[src/rtl/bmf_params.svh]
// constants for the bus-matching dual fifo block
`ifndef BMF_PARAMS_SVH
`define BMF_PARAMS_SVH
`define BMF_LONG_W 36
`define BMF_WORD_W 18
`define BMF_LANE_W 9
`define BMF_FIFO_DEPTH 4
`define BMF_PART_ZERO 2'd0
`define BMF_PART_STEP 2'd1
`define BMF_LAST_WORD_PART 2'd1
`define BMF_LAST_BYTE_PART 2'd3
`define BMF_STRAP_COUNT 4
`define BMF_STRAP_ENDIAN 0
`define BMF_STRAP_FIRST_WORD_FALL_THROUGH 1
`define BMF_STRAP_WIDTH_B 2
`define BMF_STRAP_WIDTH_C 3
`define BMF_LONG_ZERO 36'h0
`define BMF_WORD_ZERO 18'h0
`define BMF_LANE_ZERO 9'h0
`endif

[src/rtl/bmf_pkg.sv]
// types shared by the bus-matching dual fifo block
package bmf_pkg;
    typedef logic [35:0] long_word_type;
    typedef logic [17:0] port_word_type;
    typedef logic [1:0] part_index_type;
endpackage

[src/rtl/bmf_fifo.sv]
// small synchronous fifo with valid/ready on both sides
module bmf_fifo #(
    parameter int WIDTH = 36,
    parameter int DEPTH = 4
) (
    input wire logic i_clk,
    input wire logic i_rst_n,
    input wire logic i_in_valid,
    output logic o_in_ready,
    input wire logic [WIDTH-1:0] i_in_data,
    output logic o_out_valid,
    input wire logic i_out_ready,
    output logic [WIDTH-1:0] o_out_data
);
    localparam int AW = (DEPTH > 1) ? $clog2(DEPTH) : 1;
    logic [WIDTH-1:0] mem_reg [DEPTH];
    logic [AW-1:0] wr_ptr_reg;
    logic [AW-1:0] rd_ptr_reg;
    logic [AW:0] count_reg;
    logic push;
    logic pop;

    // honest full and empty from the fill count
    assign o_in_ready = (count_reg != (AW+1)'(DEPTH));
    assign o_out_valid = (count_reg != '0);
    assign o_out_data = mem_reg[rd_ptr_reg];
    assign push = i_in_valid && o_in_ready;
    assign pop = o_out_valid && i_out_ready;

    // storage array, no reset needed
    always_ff @(posedge i_clk) begin
        if (push) begin
            mem_reg[wr_ptr_reg] <= i_in_data;
        end
    end

    // write pointer with wrap
    always_ff @(posedge i_clk) begin
        if (!i_rst_n) begin
            wr_ptr_reg <= '0;
        end else if (push) begin
            wr_ptr_reg <= (wr_ptr_reg == AW'(DEPTH - 1)) ? '0 :
                AW'(wr_ptr_reg + 1'b1);
        end
    end

    // read pointer with wrap
    always_ff @(posedge i_clk) begin
        if (!i_rst_n) begin
            rd_ptr_reg <= '0;
        end else if (pop) begin
            rd_ptr_reg <= (rd_ptr_reg == AW'(DEPTH - 1)) ? '0 :
                AW'(rd_ptr_reg + 1'b1);
        end
    end

    // fill count
    always_ff @(posedge i_clk) begin
        if (!i_rst_n) begin
            count_reg <= '0;
        end else if (push && !pop) begin
            count_reg <= count_reg + 1'b1;
        end else if (pop && !push) begin
            count_reg <= count_reg - 1'b1;
        end
    end
endmodule

[src/rtl/bus_match_fifo.sv]
// bus-matching dual fifo: port a to b unpacker, port c to a packer
`include "bmf_params.svh"

// Behaviour
// - word writes pack two halves per endian
// - byte writes pack four lanes per endian
// - word reads give two halves per endian
// - byte reads give four lanes per endian
// - endian captured only during reset
// - byte reads drive upper lanes as zero
// - fall-through read side ready within three
// - late skew may add one cycle
// - read ready drops on final part only
// - standard read empty clears in two cycles
// - late skew may delay empty clear
// - read empty sets on final part only
// - fall-through return ready within three
// - late skew may add return cycle
// - return latency counts from completing write
// - standard return empty clears in two cycles
// - late return empty timed from completion
// - long word committed on completing write
// - read fifo whole words, parts held
module bus_match_fifo #(
    parameter int DEPTH = `BMF_FIFO_DEPTH
) (
    input wire logic I_SYS_CLK,
    input wire logic I_RST_N,
    input wire logic I_ENDIAN_ORDER_SELECT,
    input wire logic I_FIRST_WORD_FALL_THROUGH,
    input wire logic I_READ_SIDE_WIDTH_SELECT,
    input wire logic I_WRITE_SIDE_WIDTH_SELECT,
    input wire logic I_A_WR_VALID,
    input wire bmf_pkg::long_word_type I_A_WR_DATA,
    output logic O_A_WR_READY,
    input wire logic I_B_RD_REQ,
    output bmf_pkg::port_word_type O_B_RD_DATA,
    output logic O_READ_SIDE_OUTPUT_READY,
    output logic O_READ_SIDE_EMPTY_FLAG,
    input wire logic I_C_WR_VALID,
    input wire bmf_pkg::port_word_type I_C_WR_DATA,
    output logic O_C_WR_READY,
    input wire logic I_A_RD_REQ,
    output bmf_pkg::long_word_type O_A_RD_DATA,
    output logic O_RETURN_SIDE_OUTPUT_READY,
    output logic O_RETURN_SIDE_EMPTY_FLAG
);
    import bmf_pkg::*;

    logic [`BMF_STRAP_COUNT-1:0] strap_pins;
    logic [`BMF_STRAP_COUNT-1:0] strap_meta_reg;
    logic [`BMF_STRAP_COUNT-1:0] strap_sync_reg;
    logic endian_big_reg;
    logic first_word_fall_through_reg;
    logic byte_b;
    logic byte_c;

    // first fifo and read side unpacker
    logic f1_out_valid;
    logic f1_pop;
    long_word_type f1_out_data;
    long_word_type b_word_reg;
    logic b_have_reg;
    part_index_type b_part_reg;
    part_index_type b_last_part;
    logic b_or_reg;
    logic b_take;
    logic b_take_last;
    port_word_type b_data_reg;
    port_word_type b_part_data;

    // write side packer and second fifo
    part_index_type c_part_reg;
    part_index_type c_last_part;
    long_word_type c_acc_reg;
    long_word_type c_merged;
    logic c_is_last;
    logic c_write;
    logic f2_in_ready;
    logic f2_push;
    logic f2_out_valid;
    logic f2_pop;
    long_word_type f2_out_data;

    // return side output stage
    long_word_type a_word_reg;
    logic a_have_reg;
    logic a_or_reg;
    logic a_take;
    long_word_type a_data_reg;

    // maps a part number onto a lane, honouring byte order
    function automatic part_index_type lane_of(input logic big,
            input part_index_type last, input part_index_type part);
        lane_of = big ? part_index_type'(last - part) : part;
    endfunction

    assign strap_pins[`BMF_STRAP_ENDIAN] = I_ENDIAN_ORDER_SELECT;
    assign strap_pins[`BMF_STRAP_FIRST_WORD_FALL_THROUGH] = I_FIRST_WORD_FALL_THROUGH;
    assign strap_pins[`BMF_STRAP_WIDTH_B] = I_READ_SIDE_WIDTH_SELECT;
    assign strap_pins[`BMF_STRAP_WIDTH_C] = I_WRITE_SIDE_WIDTH_SELECT;

    // two-stage synchronisers for the strap pins
    generate
        for (genvar gi = 0; gi < `BMF_STRAP_COUNT; gi++) begin : g_sync
            always_ff @(posedge I_SYS_CLK) begin
                strap_meta_reg[gi] <= strap_pins[gi];
                strap_sync_reg[gi] <= strap_meta_reg[gi];
            end
        end
    endgenerate

    always_ff @(posedge I_SYS_CLK) begin
        if (!I_RST_N) begin
            endian_big_reg <= strap_sync_reg[`BMF_STRAP_ENDIAN];
            first_word_fall_through_reg <= strap_sync_reg[`BMF_STRAP_FIRST_WORD_FALL_THROUGH];
        end
    end

    assign byte_b = strap_sync_reg[`BMF_STRAP_WIDTH_B];
    assign byte_c = strap_sync_reg[`BMF_STRAP_WIDTH_C];

    bmf_fifo #(
        .WIDTH(`BMF_LONG_W),
        .DEPTH(DEPTH)
    ) u_fifo_one (
        .i_clk(I_SYS_CLK),
        .i_rst_n(I_RST_N),
        .i_in_valid(I_A_WR_VALID),
        .o_in_ready(O_A_WR_READY),
        .i_in_data(I_A_WR_DATA),
        .o_out_valid(f1_out_valid),
        .i_out_ready(f1_pop),
        .o_out_data(f1_out_data)
    );

    // read side part selection and step control
    assign b_last_part = byte_b ? `BMF_LAST_BYTE_PART : `BMF_LAST_WORD_PART;
    assign b_take = b_have_reg &&
        (first_word_fall_through_reg ? (!b_or_reg || I_B_RD_REQ) : I_B_RD_REQ);
    assign b_take_last = b_take && (b_part_reg == b_last_part);
    // fetch next long word when current one is spent
    assign f1_pop = !b_have_reg || b_take_last;

    // lane extraction per width and order
    always_comb begin
        b_part_data = `BMF_WORD_ZERO;
        if (byte_b) begin
            b_part_data = {`BMF_LANE_ZERO, b_word_reg[
                lane_of(endian_big_reg, b_last_part, b_part_reg)
                * `BMF_LANE_W +: `BMF_LANE_W]};
        end else begin
            b_part_data = b_word_reg[
                lane_of(endian_big_reg, b_last_part, b_part_reg)
                * `BMF_WORD_W +: `BMF_WORD_W];
        end
    end

    // held long word and its presence
    always_ff @(posedge I_SYS_CLK) begin
        if (!I_RST_N) begin
            b_have_reg <= 1'b0;
            b_word_reg <= `BMF_LONG_ZERO;
        end else if (f1_pop) begin
            b_have_reg <= f1_out_valid;
            b_word_reg <= f1_out_data;
        end
    end

    always_ff @(posedge I_SYS_CLK) begin
        if (!I_RST_N) begin
            b_part_reg <= `BMF_PART_ZERO;
        end else if (f1_pop) begin
            b_part_reg <= `BMF_PART_ZERO;
        end else if (b_take) begin
            b_part_reg <= b_part_reg + `BMF_PART_STEP;
        end
    end

    // read side output register
    always_ff @(posedge I_SYS_CLK) begin
        if (!I_RST_N) begin
            b_data_reg <= `BMF_WORD_ZERO;
        end else if (b_take) begin
            b_data_reg <= b_part_data;
        end
    end

    always_ff @(posedge I_SYS_CLK) begin
        if (!I_RST_N || !first_word_fall_through_reg) begin
            b_or_reg <= 1'b0;
        end else if (b_take) begin
            b_or_reg <= 1'b1;
        end else if (I_B_RD_REQ) begin
            b_or_reg <= 1'b0;
        end
    end

    assign O_READ_SIDE_EMPTY_FLAG = first_word_fall_through_reg ? !b_or_reg : !b_have_reg;
    assign O_READ_SIDE_OUTPUT_READY = b_or_reg;
    assign O_B_RD_DATA = b_data_reg;

    // write side completion and back-pressure
    assign c_last_part = byte_c ? `BMF_LAST_BYTE_PART : `BMF_LAST_WORD_PART;
    assign c_is_last = (c_part_reg == c_last_part);
    assign O_C_WR_READY = !c_is_last || f2_in_ready;
    assign c_write = I_C_WR_VALID && O_C_WR_READY;
    assign f2_push = c_write && c_is_last;

    // lane insertion per width and order
    always_comb begin
        c_merged = c_acc_reg;
        if (byte_c) begin
            c_merged[lane_of(endian_big_reg, c_last_part, c_part_reg)
                * `BMF_LANE_W +: `BMF_LANE_W] =
                I_C_WR_DATA[`BMF_LANE_W-1:0];
        end else begin
            c_merged[lane_of(endian_big_reg, c_last_part, c_part_reg)
                * `BMF_WORD_W +: `BMF_WORD_W] = I_C_WR_DATA;
        end
    end

    // earlier parts kept in the accumulator
    always_ff @(posedge I_SYS_CLK) begin
        if (!I_RST_N) begin
            c_acc_reg <= `BMF_LONG_ZERO;
        end else if (c_write) begin
            c_acc_reg <= c_merged;
        end
    end

    always_ff @(posedge I_SYS_CLK) begin
        if (!I_RST_N) begin
            c_part_reg <= `BMF_PART_ZERO;
        end else if (c_write) begin
            c_part_reg <= c_is_last ? `BMF_PART_ZERO :
                c_part_reg + `BMF_PART_STEP;
        end
    end

    bmf_fifo #(
        .WIDTH(`BMF_LONG_W),
        .DEPTH(DEPTH)
    ) u_fifo_two (
        .i_clk(I_SYS_CLK),
        .i_rst_n(I_RST_N),
        .i_in_valid(f2_push),
        .o_in_ready(f2_in_ready),
        .i_in_data(c_merged),
        .o_out_valid(f2_out_valid),
        .i_out_ready(f2_pop),
        .o_out_data(f2_out_data)
    );

    // return side step control
    assign a_take = a_have_reg &&
        (first_word_fall_through_reg ? (!a_or_reg || I_A_RD_REQ) : I_A_RD_REQ);
    assign f2_pop = !a_have_reg || a_take;

    // held word loaded from the committed long word
    always_ff @(posedge I_SYS_CLK) begin
        if (!I_RST_N) begin
            a_have_reg <= 1'b0;
            a_word_reg <= `BMF_LONG_ZERO;
        end else if (f2_pop) begin
            a_have_reg <= f2_out_valid;
            a_word_reg <= f2_out_data;
        end
    end

    // return side output register
    always_ff @(posedge I_SYS_CLK) begin
        if (!I_RST_N) begin
            a_data_reg <= `BMF_LONG_ZERO;
        end else if (a_take) begin
            a_data_reg <= a_word_reg;
        end
    end

    always_ff @(posedge I_SYS_CLK) begin
        if (!I_RST_N || !first_word_fall_through_reg) begin
            a_or_reg <= 1'b0;
        end else if (a_take) begin
            a_or_reg <= 1'b1;
        end else if (I_A_RD_REQ) begin
            a_or_reg <= 1'b0;
        end
    end

    // return empty, two cycles after completion in standard mode, three in fall-through
    assign O_RETURN_SIDE_EMPTY_FLAG = first_word_fall_through_reg ? !a_or_reg : !a_have_reg;
    assign O_RETURN_SIDE_OUTPUT_READY = a_or_reg;
    assign O_A_RD_DATA = a_data_reg;
endmodule

[config.mk]
export PLATFORM = sky130hd
export DESIGN_NAME = bus_match_fifo
export DESIGN_NICKNAME = d
export VERILOG_FILES = /design/src/rtl/bmf_pkg.sv /design/src/rtl/bmf_fifo.sv /design/src/rtl/bus_match_fifo.sv
export VERILOG_INCLUDE_DIRS = /design/src /design/src/rtl
export SDC_FILE = /design/constraint.sdc
export NUM_CORES = 1
export LEC_CHECK = 0
export ABC_CLOCK_PERIOD_IN_PS = 3100
export BUFFER_PORTS_ARGS = -buffer_cell sky130_fd_sc_hd__buf_2
export CAP_MARGIN = 25
export CORE_MARGIN = 2
export CORE_UTILIZATION = 55
export DETAILED_ROUTE_END_ITERATION = 16
export MAX_ROUTING_LAYER = met4
export PLACE_DENSITY = 0.76
export SYNTH_ARGS = -nofsm -noshare
export SYNTH_HDL_FRONTEND = slang
export SYNTH_HIERARCHICAL = 1
export SYNTH_SLANG_ARGS = --single-unit
[constraint.sdc]
create_clock -name I_SYS_CLK -period 3.1 [get_ports I_SYS_CLK]
set_input_delay 0.31 -clock I_SYS_CLK [delete_from_list [all_inputs] [get_ports I_SYS_CLK]]
set_output_delay 0.31 -clock I_SYS_CLK [all_outputs]
set_load 0.01 [all_outputs]
# After elaboration in Yosys (flattened, before gate mapping)
# Memory sizes are Yosys's and may differ from the RTL's. A register that Yosys moved wholly into a read port is not among the register bits.
# Cells that the tools add are included.
[word_totals]
output_inout_bits = 60
ram_bits = 288
in_bits = 64
elab_cells = 128
ff_bits = 122
mem_count = 2
[classes]
bitwise = 1
n_eq_ne = 8
shift = 6
n_mul = 4
n_reduce_logical = 39
mux = 29
n_addsub = 14
[memory_table]
columns = ["memory", "words", "width", "read_ports", "rd_ports_with_merged_regs", "write_ports", "line", "rtl"]
rows = [
  ["u_fifo_one.mem_reg", 4, 36, 1, 1, 1, "bmf_fifo.sv:16", "logic [WIDTH-1:0] mem_reg [DEPTH];"],
  ["u_fifo_two.mem_reg", 4, 36, 1, 1, 1, "bmf_fifo.sv:16", ""],
]
[op_table]
columns = ["operator", "count"]
rows = [
  ["$bwmux 36", 2],
  ["$mux 36", 1],
  ["$shift 18x34->36 const A", 1],
  ["$shift 9x34->36 const A", 1],
  ["$shiftx 18x34->36", 1],
  ["$shiftx 36x7->9", 1],
  ["$shiftx 36x8->18", 1],
  ["$shiftx 9x34->36", 1],
  ["$neg 6->34", 1],
  ["$neg 7->34", 1],
  ["$mul 2x4->6 const B", 4],
  ["$mux 18", 1],
  ["$mux 2", 9],
  ["$logic_and 1x1->1", 13],
  ["$logic_not 1->1", 13],
  ["$add 2x1->2 const B", 6],
  ["$mux 1", 12],
  ["$mux 3", 4],
  ["$eq 2x2->1 const B", 4],
  ["$reduce_bool 2->1", 4],
  ["$add 3x1->3 const B", 2],
  ["$logic_or 1x1->1", 6],
  ["$ne 3x3->1 const B", 2],
  ["$reduce_bool 3->1", 2],
  ["5 further kinds", 8],
]

# Depth between registers and ports, before layout
[depth]
ltp_word = 11
depth_mapped = 14

# Cells and area by module
# Netlist, hierarchy kept.
[modules_own_cells]
columns = ["module", "seq_area_each_um2", "instances", "area_each_um2", "cells_per_inst"]
rows = [
  ["bmf_fifo", 4504.3, 2, 5681.7, 239],
  ["bus_match_fifo", 3623.5, 1, 8778.4, 1138],
]

# Worst setup path after synthesis
# No wires, ideal clock.
[synth_path]
path_type = "register -> register"
startpoint = "reg strap_sync_reg[3], in the netlist byte_c"
endpoint = "mem u_fifo_two.mem_reg[0][24] (data pin)"
path_stages_with_launch = 13
period_less_slack_ns = 3.281
path_slack_ns = -0.181
n_path_buf = 6
setup_ns = 0.265
t_arrival_ns = 3.016
cell_sequence = "dfxtp_1 > clkbuf_1 > clkbuf_1 > clkbuf_1 > nand2_1 > xor2_1 > ha_1 > clkbuf_1 > buf_2 > buf_1 > mux4_2 > a21oi_1 > nor2_1"
[synth_via]
elab_chain_len = 8
elab_cells_between_ends = 14
classes_between = "add/sub: 3; mul: 2; shift: 4; mux: 5"
[synth_lines]
columns = ["element", "line", "rtl"]
rows = [
  ["from (decl)", "bus_match_fifo.sv:52", "logic [`BMF_STRAP_COUNT-1:0] strap_sync_reg;"],
  ["from (signal, indexed assignment)", "bus_match_fifo.sv:108", "strap_sync_reg[gi] <= strap_meta_reg[gi];"],
  ["$mux 2 (no source line)", "--", ""],
  ["$sub 2x2->2", "bus_match_fifo.sv:95", "lane_of = big ? part_index_type'(last - part) : part;"],
  ["$mux 2", "bus_match_fifo.sv:95", ""],
  ["$mul 2x4->6 (no source line)", "--", ""],
  ["$neg 7->34 / $neg 6->34 (equally long branches)", "bus_match_fifo.sv:218, bus_match_fifo.sv:214", ""],
  ["$shiftx 18x34->36, or another cell as far along", "bus_match_fifo.sv:218", "c_merged[lane_of(endian_big_reg, c_last_part, c_part_reg)"],
  ["$bwmux 36, on equally long branches", "bus_match_fifo.sv:218, bus_match_fifo.sv:214", ""],
  ["$mux 36 (*)", "bus_match_fifo.sv:213", "if (byte_c) begin"],
  ["named net c_merged[24]", "bus_match_fifo.sv:76", "long_word_type c_merged;"],
  ["to (decl)", "bmf_fifo.sv:16", ""],
]
# The timed path passes the listed nets; every way through them passes the cells marked *.

# Worst setup path after layout
[layout_path]
startpoint = "reg endian_big_reg"
endpoint = "mem u_fifo_two.mem_reg[3][16] (data pin)"
[layout_via]
elab_chain_len = 6
elab_cells_between_ends = 12
classes_between = "add/sub: 2; mul: 2; shift: 4; mux: 4"
[layout_lines]
columns = ["element", "line", "rtl"]
rows = [
  ["from (decl)", "bus_match_fifo.sv:53", "logic endian_big_reg;"],
  ["from (signal assigned)", "bus_match_fifo.sv:115", "endian_big_reg <= strap_sync_reg[`BMF_STRAP_ENDIAN];"],
  ["$mux 2 (*)", "bus_match_fifo.sv:95", ""],
  ["$mul 2x4->6 (no source line)", "--", ""],
  ["$neg 7->34 / $neg 6->34 (equally long branches)", "bus_match_fifo.sv:218, bus_match_fifo.sv:214", ""],
  ["$shiftx 18x34->36, or another cell as far along", "bus_match_fifo.sv:218", ""],
  ["$bwmux 36, on equally long branches", "bus_match_fifo.sv:218, bus_match_fifo.sv:214", ""],
  ["$mux 36 (*)", "bus_match_fifo.sv:213", ""],
  ["named net c_merged[16]", "bus_match_fifo.sv:76", ""],
]
# Marked as above.

==> impl_metrics.json <==
{
  "start_kind": "flop",
  "gp_congestion": 0.961,
  "h-tree-depth": 2,
  "ys_async_sr_fraction": 0,
  "finalSetupViolations": 0,
  "port_buffers": 123,
  "drt-total-wl_um": 49900,
  "gr-total-overflow": 0,
  "synth.largest_area_cell": "edfxtp_1",
  "ys_top_cells_by_area": "edfxtp_1 (43%), dfxtp_1 (19%), mux4_2 (8.8%), nand2_1 (5.8%), a21oi_1 (4.0%)",
  "initial_core_util": 0.554,
  "core-area_um2": 36300,
  "drive_gt1_frac": 0.210,
  "drc_errors": 0,
  "hold_depth": 3,
  "fp.dieW_um": 195,
  "die_h_um": 195,
  "tightest_slew_ns": 1.12,
  "syn_area_per_cell_um2": 12.5,
  "first_global_vias": 13420,
  "rrSetupSlack_ns": 0.18,
  "synthFlopType": "edfxtp_1",
  "final_max_slew_viol_count": 0,
  "finalCriticalPeriod_ns": 2.92,
  "grt_setup_unrepaired": "no",
  "min_from": "I_A_WR_VALID",
  "r2r-end": "u_fifo_two/mem_reg[3][16]",
  "status": "finished clean",
  "vdd_drop_max_uv": 520,
  "antenna_found_initial": 1,
  "syn_area_um2": 20100,
  "final_cell_count_no_fill": 2282,
  "synth_top_area_share": 0.432,
  "cp_max_fo": 11,
  "grt_pass1_wl_um": 77900,
  "antenna_left": 0,
  "yosysSeqAreaShare": 0.627,
  "synth_cells": 1616,
  "pin_count": 124,
  "cts_buffers": 48,
  "arrival_ns": 3.37,
  "grt_usage": 0.273,
  "holdWs_ns": 0.0485,
  "hold_path.class": "input port to flop",
  "yosysWarningCount": 6,
  "power_density_nw_per_um2": 777,
  "clock_sinks": 486,
  "period_share": 0.943,
  "wl_per_cell_um": 21.9,
  "finalPower_mw": 18.1,
  "insertion_delay_ns": 0.58,
  "hold_viol": 0,
  "max_slew_margin": 0.251,
  "place_inst": 2149,
  "num_vias": 13676,
  "synth.distinct_cells": 75,
  "drv_cap": 0,
  "synth_fp_nets": 1699,
  "fin_tns_setup_ns": 0,
  "maxClockFrequency_mhz": 342,
  "place_hpwl_um": 32100,
  "criticalPathCategory": "flop to flop",
  "critical_path_required_ns": 3.54,
  "synthToLayoutAreaGrowth_pct": 15.9,
  "drt_pass1_iterations": 5,
  "vias_per_cell": 5.99,
  "finClkSkew_ns": 0.0195,
  "clockRootBuffer": "clkbuf_16",
  "fp.dieArea_um2": 38200,
  "synth_edf_count": 290,
  "r2r_cells": 9,
  "clkTransAtPathRegs_ns": 0.07,
  "p_leak_nw": 8.53,
  "post-route-util": 0.642,
  "tritoncts": "done",
  "r2r-start": "endian_big_reg",
  "grt_max_degree": 71,
  "cts_buffer_depth": 3,
  "drt_iter0_drc": 1208,
  "synth-seq-cells": 486,
  "end_kind": "flop",
  "hold_end": "u_fifo_one/wr_ptr_reg[0]",
  "row_count": 70,
  "fin_nets": 1856
}
-- kinds of logic (layout without fill, tap and decap cells) --
kind of cell	count (synthesis)	in the layout	share of synthesized area
AOI/OAI and AO/OA	321	321	0.0975
xor gates and xnor gates	12	12	0.00615
adders and majority gates	19	19	0.0125
buffers and inverters	142	339	0.0321
DFF	486	486	0.627
muxes	117	117	0.111
other	0	1	0
and+or+nand+nor	519	519	0.114
-- through the flow --
stage / setup WS, ns / cell area, µm²
2_1_floorplan: 0.00907 / 20200
3_3_place_gp: 0.164 / 21300
3_5_place_dp: 0.0917 / 21300
4_1_cts: 0.121 / 23300
5_1_grt: 0.0313 / 23400
6_report: 0.178 / 23400
-- worst max-delay path, cell delays in order (launching register included) --
cell      delay (ns)
edfxtp_1        0.45
buf_4           0.19
xnor2_4         0.26
ha_1            0.32
buf_4           0.22
buf_4           0.20
nor4b_1         0.36
nand3_1         0.17
a32oi_1         0.41
buf_4           0.21
-- what timing repair did --
action,in CTS,in global routing
setup buffers,0,2
hold endpoints to repair,148,0
setup endpoints to repair,0,64
gates resized for setup,0,2
hold buffers,40,0
-- worst max path at each step --
| stage | start | endpoint |
|---|---|---|
| finish | endian_big_reg | u_fifo_two/mem_reg[3][16] |
| global route | endian_big_reg | u_fifo_two/mem_reg[0][28] |
| CTS | endian_big_reg | u_fifo_two/mem_reg[3][21] |
| detailed placement | endian_big_reg | u_fifo_two/mem_reg[1][21] |
| global placement | endian_big_reg | u_fifo_two/mem_reg[0][21] |
| floorplan | byte_c | c_acc_reg[31] |
-- routing by layer --
layer  up-vias  global-route usage  part of all wire
li1       6265                   -                 -
met1      6743               0.354              0.41
met2       563               0.444              0.50
met3       105              0.0409             0.061
met4         0              0.0970             0.032
met5         -                   -                 0
-- cells in the mapped netlist (all sizes together), types with 4 or more instances --
cell     number
o21ai        45
a22o          4
edfxtp      290
a21o         12
and3         17
inv          30
nor3         11
o211ai       13
mux4         83
a2111oi       4
clkbuf       72
xor2          6
buf          38
nand3b        5
ha           17
dfxtp       196
nand3        38
mux2i        30
nand4         6
a221o         4
nor2b        21
a32o          4
nand2       312
a21oi       160
or3           8
o31ai         9
a31oi        14
xnor2         6
a221oi        6
o22ai         6
nor2         64
mux2          4
nand2b       17
o2bb2ai       9
and2          8
-- placed cells by master, fill, tap and decap left out, types with 11 or more instances in the layout --
cell / instances
buf_4: 51
dfxtp_1: 193
buf_2: 123
o211ai_1: 13
o21ai_0: 42
nor2_1: 64
mux4_2: 79
a21o_1: 12
ha_1: 17
nor2b_1: 20
nor3_1: 11
mux2i_1: 30
nand2_1: 312
clkbuf_16: 52
clkinv_2: 12
a21oi_1: 160
inv_1: 27
nand2b_1: 17
nand3_1: 38
edfxtp_1: 290
dlygate4sd3_1: 40
a31oi_1: 13
-- where the power goes --
group	internal, mW	switching (mW)	total (mW)
Sequential	7.62	0.547	8.16
Clock	3.51	2.49	6.00
Combinational	1.75	2.23	3.98
Total	12.9	5.27	18.1
-- layout make-up --
cell class / instances / area [µm²]
tap: 468 / 586
timing repair buffer: 217 / 1460
inverter: 32 / 128
multi-input combinational: 988 / 6890
clock buffer: 63 / 1390
sequential: 486 / 12600
fill: 2591 / 13000
clock inverter: 27 / 270
antenna: 1 / 2.50
Note: power is estimated with default switching activity, not from simulation.
